===== src/design/pcs_consts.vh =====
`ifndef PCS_CONSTS_VH
`define PCS_CONSTS_VH
// ----------------------------------------
// Widths
// ----------------------------------------
`define PCS_PC_W 13
`define PCS_DEPTH 8
`define PCS_PTR_W 3
`define PCS_JMP_W 11
// ----------------------------------------
// Register byte addresses (AXI4-Lite)
// ----------------------------------------
`define PCS_ADDR_LOW 4'h0
`define PCS_ADDR_LATCH 4'h4
`define PCS_ADDR_STAT 4'h8
// ----------------------------------------
// Field positions and values
// ----------------------------------------
`define PCS_LATCH_PG_HI 4
`define PCS_LATCH_PG_LO 3
`define PCS_LOW_RESET 8'h00
`define PCS_LATCH_RESET 8'h00
`define PCS_UPPER_RESET 5'h00
`define PCS_RESP_OKAY 2'h0
`define PCS_RESP_SLVERR 2'h2
`endif


===== src/design/pcs_core.v =====
`timescale 1ns/1ps
`include "pcs_consts.vh"
// Summary of operation
// - 13-bit program counter; low byte readable and writable.
// - Upper bits unreadable; set from the high latch, the vector address, the stack or increment carry.
// - Any reset clears the upper program-counter bits.
// - Low-byte write loads upper bits from latch bits 3:0, top bit zero.
// - Jumps take 11 bits from instruction; top two are zero and latch bit 3.
// - Computed jump loads low byte, upper bits from latch; no page carry.
// - Eight-entry 13-bit stack, pointer not accessible.
// - Push on subroutine jump and interrupt vectoring.
// - Pop on return, return with literal, interrupt exit.
// - Push and pop leave the high latch untouched.
// - Stack is circular; ninth push overwrites first.
// - No overflow or underflow status.
// - Full 13-bit PC stored on push.
// - 8K-word program space in 2K pages.
// - Latch bit 4 ignored by this variant.
module pcs_core (
  // Clock and reset
  input wire i_clk,
  input wire i_reset_n,
  // Core decode
  input wire i_step,
  input wire i_jump,
  input wire i_call,
  input wire [10:0] i_jump_addr,
  input wire i_return,
  input wire i_exit_with_literal_instr,
  input wire i_interrupt_exit_instr,
  input wire i_int_vector,
  input wire [12:0] i_vector_addr,
  input wire i_low_wr,
  input wire [7:0] i_low_wdata,
  input wire i_latch_wr,
  input wire [7:0] i_latch_wdata,
  // Program address out
  output reg [12:0] o_pc,
  output wire [7:0] o_pc_low_byte,
  output wire [7:0] o_pc_high_latch,
  // AXI4-Lite write address
  input wire [3:0] s_axi_awaddr,
  input wire s_axi_awvalid,
  output wire s_axi_awready,
  // AXI4-Lite write data
  input wire [31:0] s_axi_wdata,
  input wire [3:0] s_axi_wstrb,
  input wire s_axi_wvalid,
  output wire s_axi_wready,
  // AXI4-Lite write response
  output reg [1:0] s_axi_bresp,
  output reg s_axi_bvalid,
  input wire s_axi_bready,
  // AXI4-Lite read address
  input wire [3:0] s_axi_araddr,
  input wire s_axi_arvalid,
  output wire s_axi_arready,
  // AXI4-Lite read data
  output reg [31:0] s_axi_rdata,
  output reg [1:0] s_axi_rresp,
  output reg s_axi_rvalid,
  input wire s_axi_rready
);
  // ----------------------------------------
  // Update selection
  // ----------------------------------------
  localparam [5:0] UPD_HOLD = 6'h01;
  localparam [5:0] UPD_VEC = 6'h02;
  localparam [5:0] UPD_POP = 6'h04;
  localparam [5:0] UPD_JMP = 6'h08;
  localparam [5:0] UPD_LOW = 6'h10;
  localparam [5:0] UPD_INC = 6'h20;

  // 13 bits span 8K words in 2K pages
  reg [12:0] pc_q;
  reg [12:0] pc_d;
  reg [7:0] latch_q;
  reg [7:0] latch_d;
  reg [5:0] upd;
  reg pop_pend_q;
  wire any_ret;
  wire push;
  wire pop;
  wire [2:0] ptr;
  wire [2:0] top;
  wire [12:0] stk_rdata;
  wire [12:0] pc_inc;
  wire [4:0] low_upper;
  wire [1:0] jmp_page;

  // AXI side signals
  reg aw_have_q;
  reg w_have_q;
  reg [3:0] aw_addr_q;
  reg [31:0] w_data_q;
  reg [3:0] w_strb_q;
  reg ax_low_wr;
  reg ax_latch_wr;
  wire wr_fire;

  assign any_ret = i_return | i_exit_with_literal_instr | i_interrupt_exit_instr;
  assign push = i_int_vector | i_call;
  assign pop = any_ret & ~push;
  assign pc_inc = pc_q + 13'h0001;
  // bit 4 ignored, only 4K reachable through bits 4:3 minus bit 4
  assign jmp_page = {1'b0, latch_q[`PCS_LATCH_PG_LO]};
  assign low_upper = {1'b0, latch_q[3:0]};

  // ----------------------------------------
  // Return stack
  // ----------------------------------------
  // pointer kept internal
  pcs_stack_ptr u_ptr (
    .i_clk(i_clk),
    .i_reset_n(i_reset_n),
    .i_push(push),
    .i_pop(pop),
    .o_ptr_q(ptr),
    .o_top(top)
  );

  pcs_stack_mem u_mem (
    .i_clk(i_clk),
    .i_we(push),
    .i_waddr(ptr),
    .i_wdata(i_call ? pc_inc : pc_q),
    .i_raddr(top),
    .o_rdata(stk_rdata)
  );

  // ----------------------------------------
  // Program counter next value
  // ----------------------------------------
  // one update, fixed priority
  always @* begin
    if (i_int_vector) begin
      upd = UPD_VEC;
    end else if (pop_pend_q) begin
      upd = UPD_POP;
    end else if (i_jump | i_call) begin
      upd = UPD_JMP;
    end else if (i_low_wr | ax_low_wr) begin
      upd = UPD_LOW;
    end else if (i_step & ~pop) begin
      upd = UPD_INC;
    end else begin
      upd = UPD_HOLD;
    end
  end

  always @* begin
    pc_d = pc_q;
    case (upd)
      UPD_VEC: begin
        pc_d = i_vector_addr;
      end
      UPD_POP: begin
        pc_d = stk_rdata;
      end
      UPD_JMP: begin
        // page from latch, offset from instruction
        pc_d = {jmp_page, i_jump_addr};
      end
      UPD_LOW: begin
        pc_d = {low_upper, (i_low_wr ? i_low_wdata : w_data_q[7:0])};
      end
      UPD_INC: begin
        pc_d = pc_inc;
      end
      default: begin
        pc_d = pc_q;
      end
    endcase
  end

  // latch written only by software, never by stack
  always @* begin
    latch_d = latch_q;
    if (i_latch_wr) begin
      latch_d = i_latch_wdata;
    end else if (ax_latch_wr) begin
      latch_d = w_data_q[7:0];
    end
  end

  always @(posedge i_clk) begin
    if (!i_reset_n) begin
      pc_q <= {`PCS_UPPER_RESET, `PCS_LOW_RESET};
      latch_q <= `PCS_LATCH_RESET;
      pop_pend_q <= 1'b0;
      o_pc <= 13'h0000;
    end else begin
      pc_q <= pc_d;
      latch_q <= latch_d;
      // Stack read is registered, so PC loads popped value on the second edge after the pop
      pop_pend_q <= pop;
      o_pc <= pc_d;
    end
  end

  // low byte visible; upper bits not exposed
  assign o_pc_low_byte = pc_q[7:0];
  assign o_pc_high_latch = latch_q;

  // ----------------------------------------
  // AXI4-Lite slave
  // ----------------------------------------
  assign s_axi_awready = ~aw_have_q & ~s_axi_bvalid;
  assign s_axi_wready = ~w_have_q & ~s_axi_bvalid;
  assign wr_fire = aw_have_q & w_have_q & ~s_axi_bvalid;
  assign s_axi_arready = ~s_axi_rvalid;

  // Decode the pending write; applied to PC below jumps, above increment
  always @* begin
    ax_low_wr = 1'b0;
    ax_latch_wr = 1'b0;
    if (wr_fire & w_strb_q[0]) begin
      if (aw_addr_q == `PCS_ADDR_LOW) begin
        ax_low_wr = 1'b1;
      end else if (aw_addr_q == `PCS_ADDR_LATCH) begin
        ax_latch_wr = 1'b1;
      end
    end
  end

  always @(posedge i_clk) begin
    if (!i_reset_n) begin
      aw_have_q <= 1'b0;
      w_have_q <= 1'b0;
      aw_addr_q <= 4'h0;
      w_data_q <= 32'h00000000;
      w_strb_q <= 4'h0;
      s_axi_bvalid <= 1'b0;
      s_axi_bresp <= `PCS_RESP_OKAY;
    end else begin
      if (s_axi_awvalid & s_axi_awready) begin
        aw_have_q <= 1'b1;
        aw_addr_q <= s_axi_awaddr;
      end
      if (s_axi_wvalid & s_axi_wready) begin
        w_have_q <= 1'b1;
        w_data_q <= s_axi_wdata;
        w_strb_q <= s_axi_wstrb;
      end
      if (wr_fire) begin
        aw_have_q <= 1'b0;
        w_have_q <= 1'b0;
        s_axi_bvalid <= 1'b1;
        if (aw_addr_q == `PCS_ADDR_LOW || aw_addr_q == `PCS_ADDR_LATCH) begin
          s_axi_bresp <= `PCS_RESP_OKAY;
        end else begin
          s_axi_bresp <= `PCS_RESP_SLVERR;
        end
      end else if (s_axi_bvalid & s_axi_bready) begin
        s_axi_bvalid <= 1'b0;
      end
    end
  end

  always @(posedge i_clk) begin
    if (!i_reset_n) begin
      s_axi_rvalid <= 1'b0;
      s_axi_rdata <= 32'h00000000;
      s_axi_rresp <= `PCS_RESP_OKAY;
    end else if (s_axi_arvalid & s_axi_arready) begin
      s_axi_rvalid <= 1'b1;
      s_axi_rresp <= `PCS_RESP_OKAY;
      case (s_axi_araddr)
        `PCS_ADDR_LOW: begin
          s_axi_rdata <= {24'h000000, pc_q[7:0]};
        end
        `PCS_ADDR_LATCH: begin
          s_axi_rdata <= {24'h000000, latch_q};
        end
        // upper PC bits never readable, so no page status
        default: begin
          s_axi_rdata <= 32'h00000000;
          s_axi_rresp <= `PCS_RESP_SLVERR;
        end
      endcase
    end else if (s_axi_rvalid & s_axi_rready) begin
      s_axi_rvalid <= 1'b0;
    end
  end
endmodule // pcs_core


===== src/design/pcs_stack_mem.v =====
`timescale 1ns/1ps
// ----------------------------------------
// Return stack storage, registered read
// ----------------------------------------
module pcs_stack_mem (
  // Clock
  input wire i_clk,
  // Write port
  input wire i_we,
  input wire [2:0] i_waddr,
  input wire [12:0] i_wdata,
  // Read port
  input wire [2:0] i_raddr,
  output reg [12:0] o_rdata
);
  reg [12:0] mem [0:7];

  // Storage is never cleared; entries are don't-care until pushed
  always @(posedge i_clk) begin
    if (i_we) begin
      mem[i_waddr] <= i_wdata;
    end
    o_rdata <= mem[i_raddr];
  end
endmodule // pcs_stack_mem


===== src/design/pcs_stack_ptr.v =====
`timescale 1ns/1ps
`include "pcs_consts.vh"
// ----------------------------------------
// Circular stack pointer, wraps silently
// ----------------------------------------
module pcs_stack_ptr (
  // Clock and reset
  input wire i_clk,
  input wire i_reset_n,
  // Operations
  input wire i_push,
  input wire i_pop,
  // Pointer
  output reg [2:0] o_ptr_q,
  output wire [2:0] o_top
);
  // Top of stack is the last written slot
  assign o_top = o_ptr_q - 3'h1;

  always @(posedge i_clk) begin
    if (!i_reset_n) begin
      o_ptr_q <= 3'h0;
    end else if (i_push) begin
      o_ptr_q <= o_ptr_q + 3'h1;
    end else if (i_pop) begin
      o_ptr_q <= o_ptr_q - 3'h1;
    end
  end
endmodule // pcs_stack_ptr


===== config.mk =====
export PLATFORM = sky130hd
export DESIGN_NAME = pcs_core
export DESIGN_NICKNAME = d
export VERILOG_FILES = /design/src/design/pcs_core.v /design/src/design/pcs_stack_mem.v /design/src/design/pcs_stack_ptr.v
export VERILOG_INCLUDE_DIRS = /design/src /design/src/design
export SDC_FILE = /design/constraint.sdc
export NUM_CORES = 1
export LEC_CHECK = 0
export ABC_AREA = 1
export BUFFER_PORTS_ARGS = -buffer_cell sky130_fd_sc_hd__buf_2
export CELL_PAD_IN_SITES_DETAIL_PLACEMENT = 0
export CELL_PAD_IN_SITES_GLOBAL_PLACEMENT = 2
export CORE_ASPECT_RATIO = 0.8
export CORE_MARGIN = 4
export CORE_UTILIZATION = 35
export CTS_CLUSTER_DIAMETER = 150
export DETAILED_ROUTE_END_ITERATION = 10
export PLACE_DENSITY_LB_ADDON = 0.1
export SLEW_MARGIN = 5
export SYNTH_ARGS = -nofsm -noshare
export SYNTH_HDL_FRONTEND = slang
export SYNTH_SLANG_ARGS = --single-unit

===== constraint.sdc =====
create_clock -name i_clk -period 3.66 [get_ports i_clk]
set_input_delay 0.549 -clock i_clk [delete_from_list [all_inputs] [get_ports i_clk]]
set_output_delay 0.549 -clock i_clk [all_outputs]
set_load 0.005 [all_outputs]

==> run_results.csv <==
group,metric,value,unit
cts,cts_tree,"built",
pwr,p_sw,1380,µW
logic_synthesis,synth-edff-count,104,
logic_synthesis,synth_largest_area_cell,"edfxtp_1",
cts,post_cts.repair.setup_buffers,0,
finish,fin_cells,1260,
finish,synthToLayoutAreaGrowth,17.0,%
timing,rsz0062_at_grt,"false",
setup_path,cp_max_fo,28,
setup_path,arrival,2650,ps
timing,hold_viol,0,
drt,wl_per_cell,17.5,µm
setup_path,cp-end-kind,"register",
floorplanning,rows,48,
timing,fin_setup_tns,0,ps
pwr,p_seq_share,48.0,%
floorplanning,initial_core_util,35.7,%
finish,drive_above_1_share,18.8,%
cts,clock_path_buffers,2,
global_route,busiest_layer,"met2",
drt,vias,6154,
status,status,"finished clean",
setup_path,r2r_cells,7,
global_route,grt_max_degree,56,
cts,postCtsHoldBufs,0,
logic_synthesis,yosys_warnings,0,
timing,maxSlewHeadroom,32.2,%
timing,drv_slew,0,
pwr,p_leak,0.00374,µW
floorplanning,die_width,174,µm
logic_synthesis,synth_commonest_cells,"nor2_1, o21ai_0, edfxtp_1",
logic_synthesis,ys.flop_type,"edfxtp_1",
pwr,peakVddDrop,0.261,mV
min_path,holdPathStages,3,
cts,clock_latency,430,ps
timing,timing.final.ws_setup,1250,ps
drt,ant_nets,0,
cts,cts_buffers,17,
global_route,grt_overflow,0,
logic_synthesis,syn_area,7740,µm²
timing,tightest_slew,1010,ps
pwr,pwr-share-clk,37.1,%
logic_synthesis,synth_most_common_cell,"nor2_1",
cts,clk_pin_slew_worst_paths,80,ps
pwr,p_comb_share,14.9,%
drt,drt-initial-drc-count,497,
setup_path,worstPathRequired,3900,ps
logic_synthesis,netlist_instances,844,
global_route,antenna_found_initial,0,
placement,io_buffers,116,
global_route,grt_usage,17.9,%
pwr,swShare,28.7,%
floorplanning,die_area,24600,µm²
drt,first_pass_iters,5,
logic_synthesis,synth_top_area_share,40.4,%
drt,wl,22.0,mm
timing,fmax,415,MHz
floorplanning,die_height,141,µm
run,cap_violations,0,
floorplanning,core,21700,µm²
setup_path,crit_path_start_kind,"register",
timing,min_period_over_period,65.8,%
setup_path,cpMaxStageDelayCell,"clkinv_1",
finish,fin_nets,1050,
timing,min_period,2410,ps
timing,setup_viol,0,
timing,finClkSkew,14.5,ps
logic_synthesis,synthTopCellsByArea,"edfxtp_1, dfxtp_1, nor2_1, o21ai_0, nand2_1",
min_path,hp-class,"in -> reg",
global_route,use_met1,26.0,%
logic_synthesis,avgSynthCellArea,9.17,µm²
placement,place_inst,1228,
cts,cts.repair.resized,0,
placement,post-place-ws,1020,ps
global_route,gr-usage-met3,3.78,%
finish,fin_util,41.8,%
cts,cts.sinks,169,
global_route,grt_pass1_vias,5865,
pwr,power.total,4800,µW
global_route,grtUsageMet2,26.8,%
logic_synthesis,ys_types,43,
placement,gp_congestion,0.822,
setup_path,crit_chain,"inv_1, ha_1, clkinv_1, o21ai_0, o22ai_1, nor2_1, a31oi_1",
logic_synthesis,synth_seq_cells,169,
logic_synthesis,synthArstFlopShare,0,%
global_route,grt_pass1_wl,33.5,mm
drt,drc,0,
finish,antenna_cells,0,
drt,routed_via_density,4.88,
logic_synthesis,seq_area_frac_synth,57.2,%
placement,dpl.hpwl,15.2,mm
cts,htreeDepth,4,
setup_path,crit_type,"reg -> reg",
setup_path,max_stage_delay,760,ps
cts,cts-root-buf,"clkbuf_16",
floorplanning,pin_count,170,
pwr,p_int,3420,µW
pwr,p_per_area,530,nW/µm²
-- power groups by stage --
stage / sequential, µW / combinational, µW / clock [µW]
after floorplan: 2320 / 479 / 0
after global placement: 2340 / 709 / 0
after detailed placement: 2350 / 722 / 0
after CTS: 2300 / 725 / 1820
after global routing: 2320 / 817 / 1900
final: 2300 / 714 / 1780
-- cell type report --
class                      count  area, µm²
clock inverter                14        158
tap                          300        375
fill                        2176      12600
sequential                   169       4420
clock buffer                  18        429
multi-input combinational    560       2720
timing repair buffer         131        693
inverter                      68        256
-- worst paths after layout --
kind,from,to,slack (ps)
max,u_ptr.o_ptr_q[1],u_mem.o_rdata[11],1250
max reg2reg,u_ptr.o_ptr_q[1],u_mem.o_rdata[11],1250
min reg2reg,aw_addr_q[2],aw_addr_q[2],520
min,s_axi_awaddr[1],aw_addr_q[1],370
-- routing by layer --
metal / routed length (µm) / part of all wire, %
met1: 10500 / 48
met2: 9740 / 44
met3: 1420 / 6.4
met4: 325 / 1.5
met5: 0 / 0
-- worst max-delay path: cells and delay by family, from the launching register on --
family / cells / cell delay [ps]
AND/OR/NAND/NOR: 1 / 100
AO/OA/AOI/OAI: 3 / 560
buffers and inverters: 2 / 860
flip-flops: 1 / 400
adder cells (fa/ha/maj): 1 / 300
-- cell families after synthesis --
family | share of synthesized area, %
flops | 57.2
xor+xnor | 1.02
simple gates | 18.3
buf+inv | 8.89
fa+ha+maj | 0.485
other cells | 0.0485
compound gates | 13.3
mux | 0.776
-- layout by cell type, fill, tap and decap left out, types with 3 or more instances in the layout --
cell type	instances
clkbuf_16	17
nand2_2	3
o211ai_1	6
nand2_1	102
nor2_1	173
buf_2	116
inv_1	61
o21ai_0	116
a22o_1	3
xor2_1	8
buf_4	15
edfxtp_1	104
dfxtp_1	65
mux2i_1	6
inv_6	4
a31oi_1	14
nand3_1	24
a21oi_1	17
ha_1	3
clkinv_1	4
o221ai_1	8
o22ai_1	13
nand4_1	19
conb_1	26
-- sequential cells by signal (all words and copies together) (netlist names) --
name,flops
u_mem.mem,104
pc_q,13
u_mem.o_rdata,13
o_pc_high_latch,8
s_axi_rdata,8
w_data_q,8
aw_addr_q,4
u_ptr.o_ptr_q,3
aw_have_q,1
pop_pend_q,1
s_axi_bresp,1
s_axi_bvalid,1
s_axi_rresp,1
s_axi_rvalid,1
w_have_q,1
w_strb_q,1
-- per-stage QoR --
step | hold WS (ps) | cell area (µm²)
6_report | 368 | 9050
2_1_floorplan | 449 | 7830
4_1_cts | 355 | 9050
5_1_grt | 368 | 9050
3_5_place_dp | 509 | 8470
3_3_place_gp | 505 | 8470
Power figures use the tool's default switching activity.
